File: src/include/ctab_pkg.sv
/*
 * Package for the CAN transmit abort and interrupt enable slice:
 * register indices, field widths, reset values and carrier structs.
 * Assumes a 32-bit Avalon-MM slave with byte addresses.
 */
`default_nettype none

package ctab_pkg;

	// ----------------------------------------------------------------
	// Register map (index; byte address is four times the index)
	// ----------------------------------------------------------------
	localparam int unsigned NBUF = 3;
	localparam int unsigned ADDR_W = 8;
	localparam int unsigned DATA_W = 32;
	localparam int unsigned IDX_W = 6;
	localparam logic [IDX_W-1:0] IDX_EMPTY_FLAGS = 6'h06;
	localparam logic [IDX_W-1:0] IDX_IRQ_ENABLE = 6'h07;
	localparam logic [IDX_W-1:0] IDX_ABORT_REQ = 6'h08;
	localparam logic [IDX_W-1:0] IDX_ABORT_ACK = 6'h09;
	localparam logic [IDX_W-1:0] IDX_EVT_STATUS = 6'h10;
	localparam logic [IDX_W-1:0] IDX_EVT_MASK = 6'h11;
	localparam int unsigned IDX_LSB = 2;

	// ----------------------------------------------------------------
	// Field layout and reset values
	// ----------------------------------------------------------------
	localparam int unsigned EVT_W = 2 * NBUF;
	localparam logic [NBUF-1:0] EMPTY_RST = 3'h7;
	localparam logic [NBUF-1:0] BUF_RST = 3'h0;
	localparam logic [EVT_W-1:0] EVT_RST = 6'h00;
	localparam logic [DATA_W-1:0] RD_ZERO = 32'h0000_0000;

	// ----------------------------------------------------------------
	// Carriers
	// ----------------------------------------------------------------
	// Per-buffer outcome pulses from the transmit engine
	typedef struct packed {
		logic [NBUF-1:0] start;
		logic [NBUF-1:0] sent_ok;
		logic [NBUF-1:0] fail;
	} ctab_tx_evt_t;

	// Avalon-MM request from the CPU side
	typedef struct packed {
		logic [ADDR_W-1:0] address;
		logic read;
		logic write;
		logic [DATA_W-1:0] writedata;
		logic [3:0] byteenable;
	} ctab_av_req_t;

endpackage

`default_nettype wire

File: src/hdl/ctab_top.sv
/*
 * Transmit abort, abort acknowledge, buffer empty flags and empty
 * interrupt enables for a three-buffer CAN transmitter, behind an
 * Avalon-MM slave with waitrequest.
 * Assumes the transmit engine gives one-cycle outcome pulses per
 * buffer on ref_clk and the mode logic gives the init handshake levels.
 */
`timescale 1ns/100ps
`default_nettype none

module ctab_top (
	// Clock and reset
	input wire logic ref_clk,
	input wire logic reset_n,
	// Avalon-MM slave
	input wire ctab_pkg::ctab_av_req_t av_req,
	output logic [ctab_pkg::DATA_W-1:0] av_readdata,
	output logic av_waitrequest,
	// Mode handshake
	input wire logic init_mode_request,
	input wire logic init_mode_ack,
	// Transmit engine
	input wire ctab_pkg::ctab_tx_evt_t tx_evt,
	output logic [ctab_pkg::NBUF-1:0] tx_scheduled,
	// Interrupts
	output logic tx_empty_irq,
	output logic evt_irq
);

	// ----------------------------------------------------------------
	// State
	// ----------------------------------------------------------------
	logic init_mode;
	logic ack_q, ack_d;
	logic [ctab_pkg::DATA_W-1:0] rdata_q, rdata_d;
	logic [ctab_pkg::NBUF-1:0] empty_q, empty_d;
	logic [ctab_pkg::NBUF-1:0] irq_en_q, irq_en_d;
	logic [ctab_pkg::NBUF-1:0] abort_req_q, abort_req_d;
	logic [ctab_pkg::NBUF-1:0] abort_done_q, abort_done_d;
	logic [ctab_pkg::NBUF-1:0] busy_q, busy_d;
	logic [ctab_pkg::EVT_W-1:0] evt_sts_q, evt_sts_d;
	logic [ctab_pkg::EVT_W-1:0] evt_mask_q, evt_mask_d;
	logic [ctab_pkg::NBUF-1:0] grant, sent, empty_set, empty_clr, wbuf;
	logic [ctab_pkg::IDX_W-1:0] idx;
	logic wr_ok;

	// Write strobe of one register, taken on the edge ending the cycle after the wait
	function automatic logic wr_hit(input logic [ctab_pkg::IDX_W-1:0] ri);
		wr_hit = wr_ok && (idx == ri);
	endfunction

	assign init_mode = init_mode_request & init_mode_ack;
	assign idx = av_req.address[ctab_pkg::IDX_LSB +: ctab_pkg::IDX_W];
	assign wr_ok = av_req.write & ack_q & av_req.byteenable[0];
	assign wbuf = av_req.writedata[ctab_pkg::NBUF-1:0];

	// ----------------------------------------------------------------
	// Bus slave: one wait cycle on every access
	// ----------------------------------------------------------------
	assign av_waitrequest = (av_req.read | av_req.write) & ~ack_q;
	assign av_readdata = rdata_q;

	always_comb begin
		ack_d = (av_req.read | av_req.write) & ~ack_q;
		rdata_d = rdata_q;
		if (av_req.read && !ack_q) begin
			rdata_d = ctab_pkg::RD_ZERO;
			case (idx)
				ctab_pkg::IDX_EMPTY_FLAGS: rdata_d[ctab_pkg::NBUF-1:0] = empty_q;
				ctab_pkg::IDX_IRQ_ENABLE: rdata_d[ctab_pkg::NBUF-1:0] = irq_en_q;
				ctab_pkg::IDX_ABORT_REQ: rdata_d[ctab_pkg::NBUF-1:0] = abort_req_q;
				ctab_pkg::IDX_ABORT_ACK: rdata_d[ctab_pkg::NBUF-1:0] = abort_done_q;
				ctab_pkg::IDX_EVT_STATUS: rdata_d[ctab_pkg::EVT_W-1:0] = evt_sts_q;
				ctab_pkg::IDX_EVT_MASK: rdata_d[ctab_pkg::EVT_W-1:0] = evt_mask_q;
				default: rdata_d = ctab_pkg::RD_ZERO;
			endcase
		end
	end

	always_ff @(posedge ref_clk or negedge reset_n) begin
		if (!reset_n) begin
			ack_q <= 1'b0;
			rdata_q <= ctab_pkg::RD_ZERO;
		end else begin
			ack_q <= ack_d;
			rdata_q <= rdata_d;
		end
	end

	// ----------------------------------------------------------------
	// Buffer flags, abort handling and event status
	// ----------------------------------------------------------------
	always_comb begin
		// Abort wins before start, or when the attempt fails
		grant = abort_req_q & ~empty_q & (~busy_q | tx_evt.fail);
		sent = tx_evt.sent_ok & ~empty_q & ~grant;
		empty_set = grant | sent;
		empty_clr = wr_hit(ctab_pkg::IDX_EMPTY_FLAGS) ? (wbuf & empty_q) : ctab_pkg::BUF_RST;

		empty_d = (empty_q & ~empty_clr) | empty_set;
		// A failed attempt without abort stays queued for retry
		busy_d = (busy_q | (tx_evt.start & ~empty_q)) & ~tx_evt.fail & ~empty_set;

		irq_en_d = irq_en_q;
		if (wr_hit(ctab_pkg::IDX_IRQ_ENABLE)) begin
			irq_en_d = wbuf;
		end

		// Ones only set; requests on empty buffers are dropped
		abort_req_d = abort_req_q;
		if (wr_hit(ctab_pkg::IDX_ABORT_REQ)) begin
			abort_req_d = abort_req_q | (wbuf & ~empty_q);
		end
		abort_req_d = abort_req_d & ~empty_set;

		// Writes to this index are ignored; a write that clears an empty flag clears that buffer's bit
		abort_done_d = (abort_done_q & ~empty_clr) | grant;

		// Set wins over the write-one clear
		evt_sts_d = evt_sts_q;
		if (wr_hit(ctab_pkg::IDX_EVT_STATUS)) begin
			evt_sts_d = evt_sts_q & ~av_req.writedata[ctab_pkg::EVT_W-1:0];
		end
		evt_sts_d = evt_sts_d | {grant, empty_set};

		evt_mask_d = evt_mask_q;
		if (wr_hit(ctab_pkg::IDX_EVT_MASK)) begin
			evt_mask_d = av_req.writedata[ctab_pkg::EVT_W-1:0];
		end

		if (init_mode) begin
			empty_d = ctab_pkg::EMPTY_RST;
			busy_d = ctab_pkg::BUF_RST;
			irq_en_d = ctab_pkg::BUF_RST;
			abort_req_d = ctab_pkg::BUF_RST;
			abort_done_d = ctab_pkg::BUF_RST;
		end
	end

	always_ff @(posedge ref_clk or negedge reset_n) begin
		if (!reset_n) begin
			empty_q <= ctab_pkg::EMPTY_RST;
			busy_q <= ctab_pkg::BUF_RST;
			irq_en_q <= ctab_pkg::BUF_RST;
			abort_req_q <= ctab_pkg::BUF_RST;
			abort_done_q <= ctab_pkg::BUF_RST;
			evt_sts_q <= ctab_pkg::EVT_RST;
			evt_mask_q <= ctab_pkg::EVT_RST;
		end else begin
			empty_q <= empty_d;
			busy_q <= busy_d;
			irq_en_q <= irq_en_d;
			abort_req_q <= abort_req_d;
			abort_done_q <= abort_done_d;
			evt_sts_q <= evt_sts_d;
			evt_mask_q <= evt_mask_d;
		end
	end

	// ----------------------------------------------------------------
	// Outputs
	// ----------------------------------------------------------------
	assign tx_scheduled = ~empty_q;
	assign tx_empty_irq = |(empty_q & irq_en_q);
	assign evt_irq = |(evt_sts_q & evt_mask_q);

endmodule // ctab_top

`default_nettype wire

File: config.mk
export PLATFORM = sky130hd
export DESIGN_NAME = ctab_top
export DESIGN_NICKNAME = d
export VERILOG_FILES = /design/src/include/ctab_pkg.sv /design/src/hdl/ctab_top.sv
export SDC_FILE = /design/constraint.sdc
export NUM_CORES = 1
export LEC_CHECK = 0
export BUFFER_PORTS_ARGS = -buffer_cell sky130_fd_sc_hd__buf_2
export CAP_MARGIN = 20
export CORE_MARGIN = 4
export CORE_UTILIZATION = 30
export DETAILED_ROUTE_END_ITERATION = 7
export GPL_ROUTABILITY_DRIVEN = 0
export SETUP_SLACK_MARGIN = 0.4
export SLEW_MARGIN = 20
export SYNTH_ARGS = -nofsm -noshare
export SYNTH_HDL_FRONTEND = slang
export SYNTH_SLANG_ARGS = --single-unit
File: constraint.sdc
create_clock -name ref_clk -period 1.8 [get_ports ref_clk]
set_input_delay 0.18 -clock ref_clk [delete_from_list [all_inputs] [get_ports ref_clk]]
set_output_delay 0.18 -clock ref_clk [all_outputs]
set_load 0.005 [all_outputs]
# Yosys cells after proc, flatten, opt, wreduce, memory -nomap -nowiden
# Index checks and enable logic that the tools add are counted.
[totals]
mem_count = 0
latch_bits = 0
rom_bits = 0
word_cells = 71
output_inout_bits = 38
ram_bits = 0
reg_bits = 34
[op_classes]
n_bitwise = 35
div_mod_pow = 0
n_lt_le_gt_ge = 0
n_eq_ne = 6
reduce_logical = 10
n_shift = 0
addsub = 0
n_mul = 0
mux = 11
[op_table]
columns = ["op", "n"]
rows = [
  ["3-bit bitwise AND", 13],
  ["3-bit 2-to-1 mux", 8],
  ["3-bit NOT", 6],
  ["3-bit OR", 6],
  ["3-bit one-hot mux with 6 select lines", 1],
  ["6-bit bitwise AND", 2],
  ["6-bit by 3-bit == test with 1-bit output, second input constant", 2],
  ["6-bit by 4-bit == test with 1-bit output, second input constant", 2],
  ["6-bit by 5-bit == test with 1-bit output, second input constant", 2],
  ["1-bit logical AND", 6],
  ["6-bit 2-to-1 mux", 1],
  ["6-bit NOT", 1],
  ["6-bit OR", 1],
  ["3-bit one-hot mux with 2 select lines", 1],
  ["6-bit OR reduction", 1],
  ["1-bit bitwise AND", 4],
  ["3-bit OR reduction", 1],
  ["2-bit nonzero test", 1],
  ["1-bit logical NOT", 1],
  ["1-bit NOT", 1],
  ["1-bit OR", 1],
]

# Logic depth before layout (Yosys ltp)
[depth]
ltp_word = 9
ltp_mapped = 4

# Worst setup path before layout
# OpenSTA, ideal clock, no wires.
[synth_timing]
path_kind = "reg2reg"
startpoint = "register ack_q"
endpoint = "register evt_mask_q[0] (netlist bit)"
path_stages_with_launch = 5
n_path_buf = 1
arrival_time_ps = 1224
required_time_ps = 1672
slack_ps = 449
setup_ps = 128
cell_sequence = "dfrtp_1 -> and4_1 -> and3_1 -> buf_2 -> mux2_1"
[synth_between]
elab_chain_len = 3
[synth_lines]
columns = ["item", "line_no", "source"]
rows = [
  ["from (decl)", "ctab_top.sv:34", "logic ack_q, ack_d;"],
  ["from (signal assigned)", "ctab_top.sv:85", "ack_q <= ack_d;"],
  ["1-bit bitwise AND (2 in series)", "ctab_top.sv:54", "assign wr_ok = av_req.write & ack_q & av_req.byteenable[0];"],
  ["1-bit logical AND", "ctab_top.sv:49", "wr_hit = wr_ok && (idx == ri);"],
  ["to (signal assigned)", "ctab_top.sv:148", "evt_mask_q <= ctab_pkg::EVT_RST;"],
  ["to (signal assigned)", "ctab_top.sv:156", "evt_mask_q <= evt_mask_d;"],
  ["to (decl)", "ctab_top.sv:42", "logic [ctab_pkg::EVT_W-1:0] evt_mask_q, evt_mask_d;"],
]
# No other way between the ends.
# A chain may end at the register's enable or synchronous reset.

# Worst setup path after layout
[layout_timing]
startpoint = "register irq_en_q[1] (netlist bit)"
endpoint = "output tx_empty_irq"
[layout_between]
elab_chain_len = 2
[layout_lines]
columns = ["item", "line_no", "source"]
rows = [
  ["from (decl)", "ctab_top.sv:37", "logic [ctab_pkg::NBUF-1:0] irq_en_q, irq_en_d;"],
  ["from (signal assigned)", "ctab_top.sv:144", "irq_en_q <= ctab_pkg::BUF_RST;"],
  ["from (signal assigned)", "ctab_top.sv:152", "irq_en_q <= irq_en_d;"],
  ["3-bit bitwise AND", "ctab_top.sv:164", "assign tx_empty_irq = |(empty_q & irq_en_q);"],
  ["3-bit OR reduction", "ctab_top.sv:164", ""],
  ["to (decl)", "ctab_top.sv:26", "output logic tx_empty_irq,"],
]
# No other way between the ends.

==> metrics.json <==
{
  "status": {
    "outcome": "finished clean"
  },
  "synthesis": {
    "synth_compound_gate_area_share_pct": 19.90,
    "synthCells": 189,
    "synthesis.area_per_instance_sq_um": 10.55,
    "yosys.area_share.simple_pct": 13.94,
    "yosysSeqAreaShare_pct": 42.88,
    "synth-seq-cells": 34,
    "yosysUniqueCellTypes": 39,
    "synth_top_family_by_area": "compound AO/OA/AOI/OAI gates",
    "synth.top_cell.area_share_pct": 38.92,
    "post_synth_fa_ha_maj_area_fraction_pct": 0,
    "synth_area_leader_cell": "dfrtp_1",
    "cell_types_with_the_largest_area_share_after_synthesis": "dfrtp_1 39%, buf_4 9.8%, mux2_1 6.8%",
    "yosys_warnings": 0,
    "synthMuxAreaShare_pct": 9.981,
    "synth_area_in_xor_xnor_pct": 0,
    "synth.cell_area_sq_mm": 0.001993
  },
  "power_and_ir_drop": {
    "vdd_ir_drop_max_uv": 370.3,
    "power.density_cell_area_mw_per_mm2": 684.6,
    "p_int_mw": 1.191,
    "clkPwrFrac_pct": 36.4,
    "switching_part_of_the_total_power_pct": 26.14,
    "combPwrFrac_pct": 13.3,
    "p_switching_mw": 0.4214,
    "share_seq_of_total_power_pct": 50.3,
    "leakage_nw": 1.093
  },
  "grt": {
    "antenna_found_initial": 0,
    "number_of_global_route_vias_before_repair": 1578,
    "maximum_number_of_pins_on_one_net_before_global_route_repair": 35,
    "grt_usage_pct": 13.44,
    "first_pass_grt_wire_length_mm": 8.100,
    "overflow": 0
  },
  "layout": {
    "drive_above_1_share_pct": 31.91,
    "antennaDiodeCount": 0,
    "final_core_utilization_pct": 36.87,
    "area_overhead_of_the_layout_relative_to_synthesis_pct": 18.14,
    "final_nets": 293,
    "final_cell_area_sq_mm": 0.002355
  },
  "setup_path": {
    "crit_chain": "a222oi_1 > inv_1 > buf_2",
    "timing.critical_path.fanout_max": 3,
    "critical_path.top_delay_family": "flip-flops",
    "worst-setup-path-type": "flop to primary output",
    "worst-path-buf-inv": 2,
    "required_ns": 1.62,
    "critical_path.startpoint_type": "flop",
    "critical_path.slowest_cell": "dfrtp_1",
    "critPathArrivalTime_ns": 1.23,
    "kind_of_end_point_of_the_critical_path": "primary output",
    "critical-path-max-stage-delay_ns": 0.41
  },
  "detailed_routing": {
    "wl_met2_mm": 2.485,
    "m1WireLength_mm": 2.339,
    "routedWlPerCell_um": 16.71,
    "drt_pass1_iterations": 4,
    "topmost_layer_with_routed_signal_wires": "met4",
    "avgViaCountPerCell": 5.247,
    "dr_wl_met3_um": 298,
    "drc": 0,
    "final_antenna_net_count": 0,
    "routed_wl_mm": 5.214,
    "drt_iter0_markers": 157,
    "dr_total_vias": 1637
  },
  "clocking": {
    "cts_sink_count": 34,
    "clockBufferDepth": 2,
    "cts_buffers": 5,
    "worst_setup_hold_path_clk_slew_ns": 0.07,
    "worstSkewPairLatency_ns": 0.29,
    "postCtsSetupRepairBufs": 0,
    "htree_levels": 2,
    "clock_tree.root_cell": "clkbuf_8",
    "cts_tree": "done"
  },
  "floorplan": {
    "rows": 29,
    "floorplan.die.height_um": 89.51,
    "design.portCount": 97,
    "start_util_pct": 31.21,
    "fp.dieArea_sq_mm": 0.008012,
    "die_x_um": 89.51,
    "fp.coreArea_sq_mm": 0.006386
  },
  "sta": {
    "setup_tns_ns": 0,
    "finalSetupViolCount": 0,
    "slew_headroom_pct": 48.90,
    "timing.fmax_ghz": 0.7080,
    "rsz0062_at_grt": "yes",
    "postLayoutSetupSlackWorst_ns": 0.3875,
    "period_minus_slack_ns": 1.413,
    "period_share_pct": 78.47,
    "finalClockSkew_ns": 0.004859,
    "final-max-slew-violation-count": 0,
    "finalHoldViolCount": 0,
    "worst_hold_slack_ns": 0.06176,
    "worst_slew_pin_slew_ns": 0.7665
  },
  "hold_path": {
    "hold_class": "input port to flop"
  },
  "placed_design": {
    "pre_cts_ws_ns": 0.2785,
    "hpwl_mm": 3.738,
    "count_of_buffers_inserted_at_the_top_level_ports": 39,
    "detailed_place.area_sq_mm": 0.002192
  },
  "job": {
    "maxCapViolations": 0
  }
}
timing repair:
action,4_1_cts,5_1_grt
pin swaps,1,4
setup endpoints to repair,10,14
gates cloned,0,1
hold endpoints to repair,28,0
hold buffers,1,0
gates resized for setup,3,12
routing by layer:
| layer | GRT usage (%) | up-vias |
|---|---|---|
| li1 | - | 768 |
| met1 | 18.38 | 809 |
| met2 | 20.96 | 53 |
| met3 | 2.673 | 7 |
| met4 | 5.007 | 0 |
| met5 | 0 | - |
cell type report:
class	instances	area, sq um
inverter	4	15.01
sequential	34	854.6
fill	675	4031
tap	77	96.34
clock buffer	8	90.09
multi-input combinational	140	1025
timing repair buffer	49	274.0
power by group through the flow:
stage               sequential, mW  clock [mW]  combinational, mW
finish                       0.811       0.586              0.215
global route                 0.815       0.639              0.243
CTS                          0.809       0.607              0.207
detailed placement           0.824           0              0.204
global placement             0.823           0              0.204
floorplan                    0.822           0              0.141
final timing paths:
kind                                start         endpoint  slack [ns]  depth (start not counted)
max in group asynchronous         reset_n   av_readdata[2]        0.80                          2
hold / removal                  tx_evt[2]        busy_q[2]        0.06                          2
setup / recovery              irq_en_q[1]     tx_empty_irq        0.39                          3
min in group asynchronous         reset_n   abort_req_q[1]        0.50                          2
hold reg to reg            av_readdata[3]   av_readdata[3]        0.48                          2
setup reg to reg                    ack_q  abort_done_q[1]        0.40                          4
synthesized netlist by cell type, drive strengths merged:
master	n
a21oi	6
nor4b	1
nand2	4
and2	1
a211oi	3
a311oi	3
conb	1
a31oi	9
nor2	5
a22o	3
a22oi	3
a32o	3
and4	1
nand2b	4
clkbuf	3
a222oi	1
a41oi	6
mux2i	3
nor3	1
nand3	7
nand4bb	1
inv	4
a21o	3
and4b	1
o31ai	6
nor4	1
and3	2
dfrtp	31
nand4	10
buf	33
a211o	3
nor2b	5
dfstp	3
a2111oi	3
mux2	15
state kept, by name, indices dropped and copies added (netlist names):
name,flops
av_readdata,6
abort_req_q,3
empty_q,3
busy_q,3
ack_q,1
evt_sts_q,6
abort_done_q,3
evt_mask_q,6
irq_en_q,3
cells in the final DEF, fill, tap and decap left out, types with 5 or more instances in the layout:
cell type	count
dfrtp_1	31
conb_1	26
a41oi_1	6
buf_2	40
nand3_1	7
nand4_1	10
nor2b_1	5
a31oi_1	9
mux2_4	6
mux2_1	6
clkbuf_8	6
o31ai_1	6
nor2_1	5
buf_4	7
a21oi_1	6
through the flow:
stage,std cells,total power [mW]
floorplan,214,0.9623
global placement,302,1.027
detailed placement,302,1.028
CTS,311,1.624
global route,312,1.697
finish,312,1.612
kinds of logic after synthesis:
kind of cell / Yosys count
buf+inv: 40
compound gates: 52
mux: 18
simple gates: 44
flops: 34
other cells: 1
(Power assumes the default switching activity.)
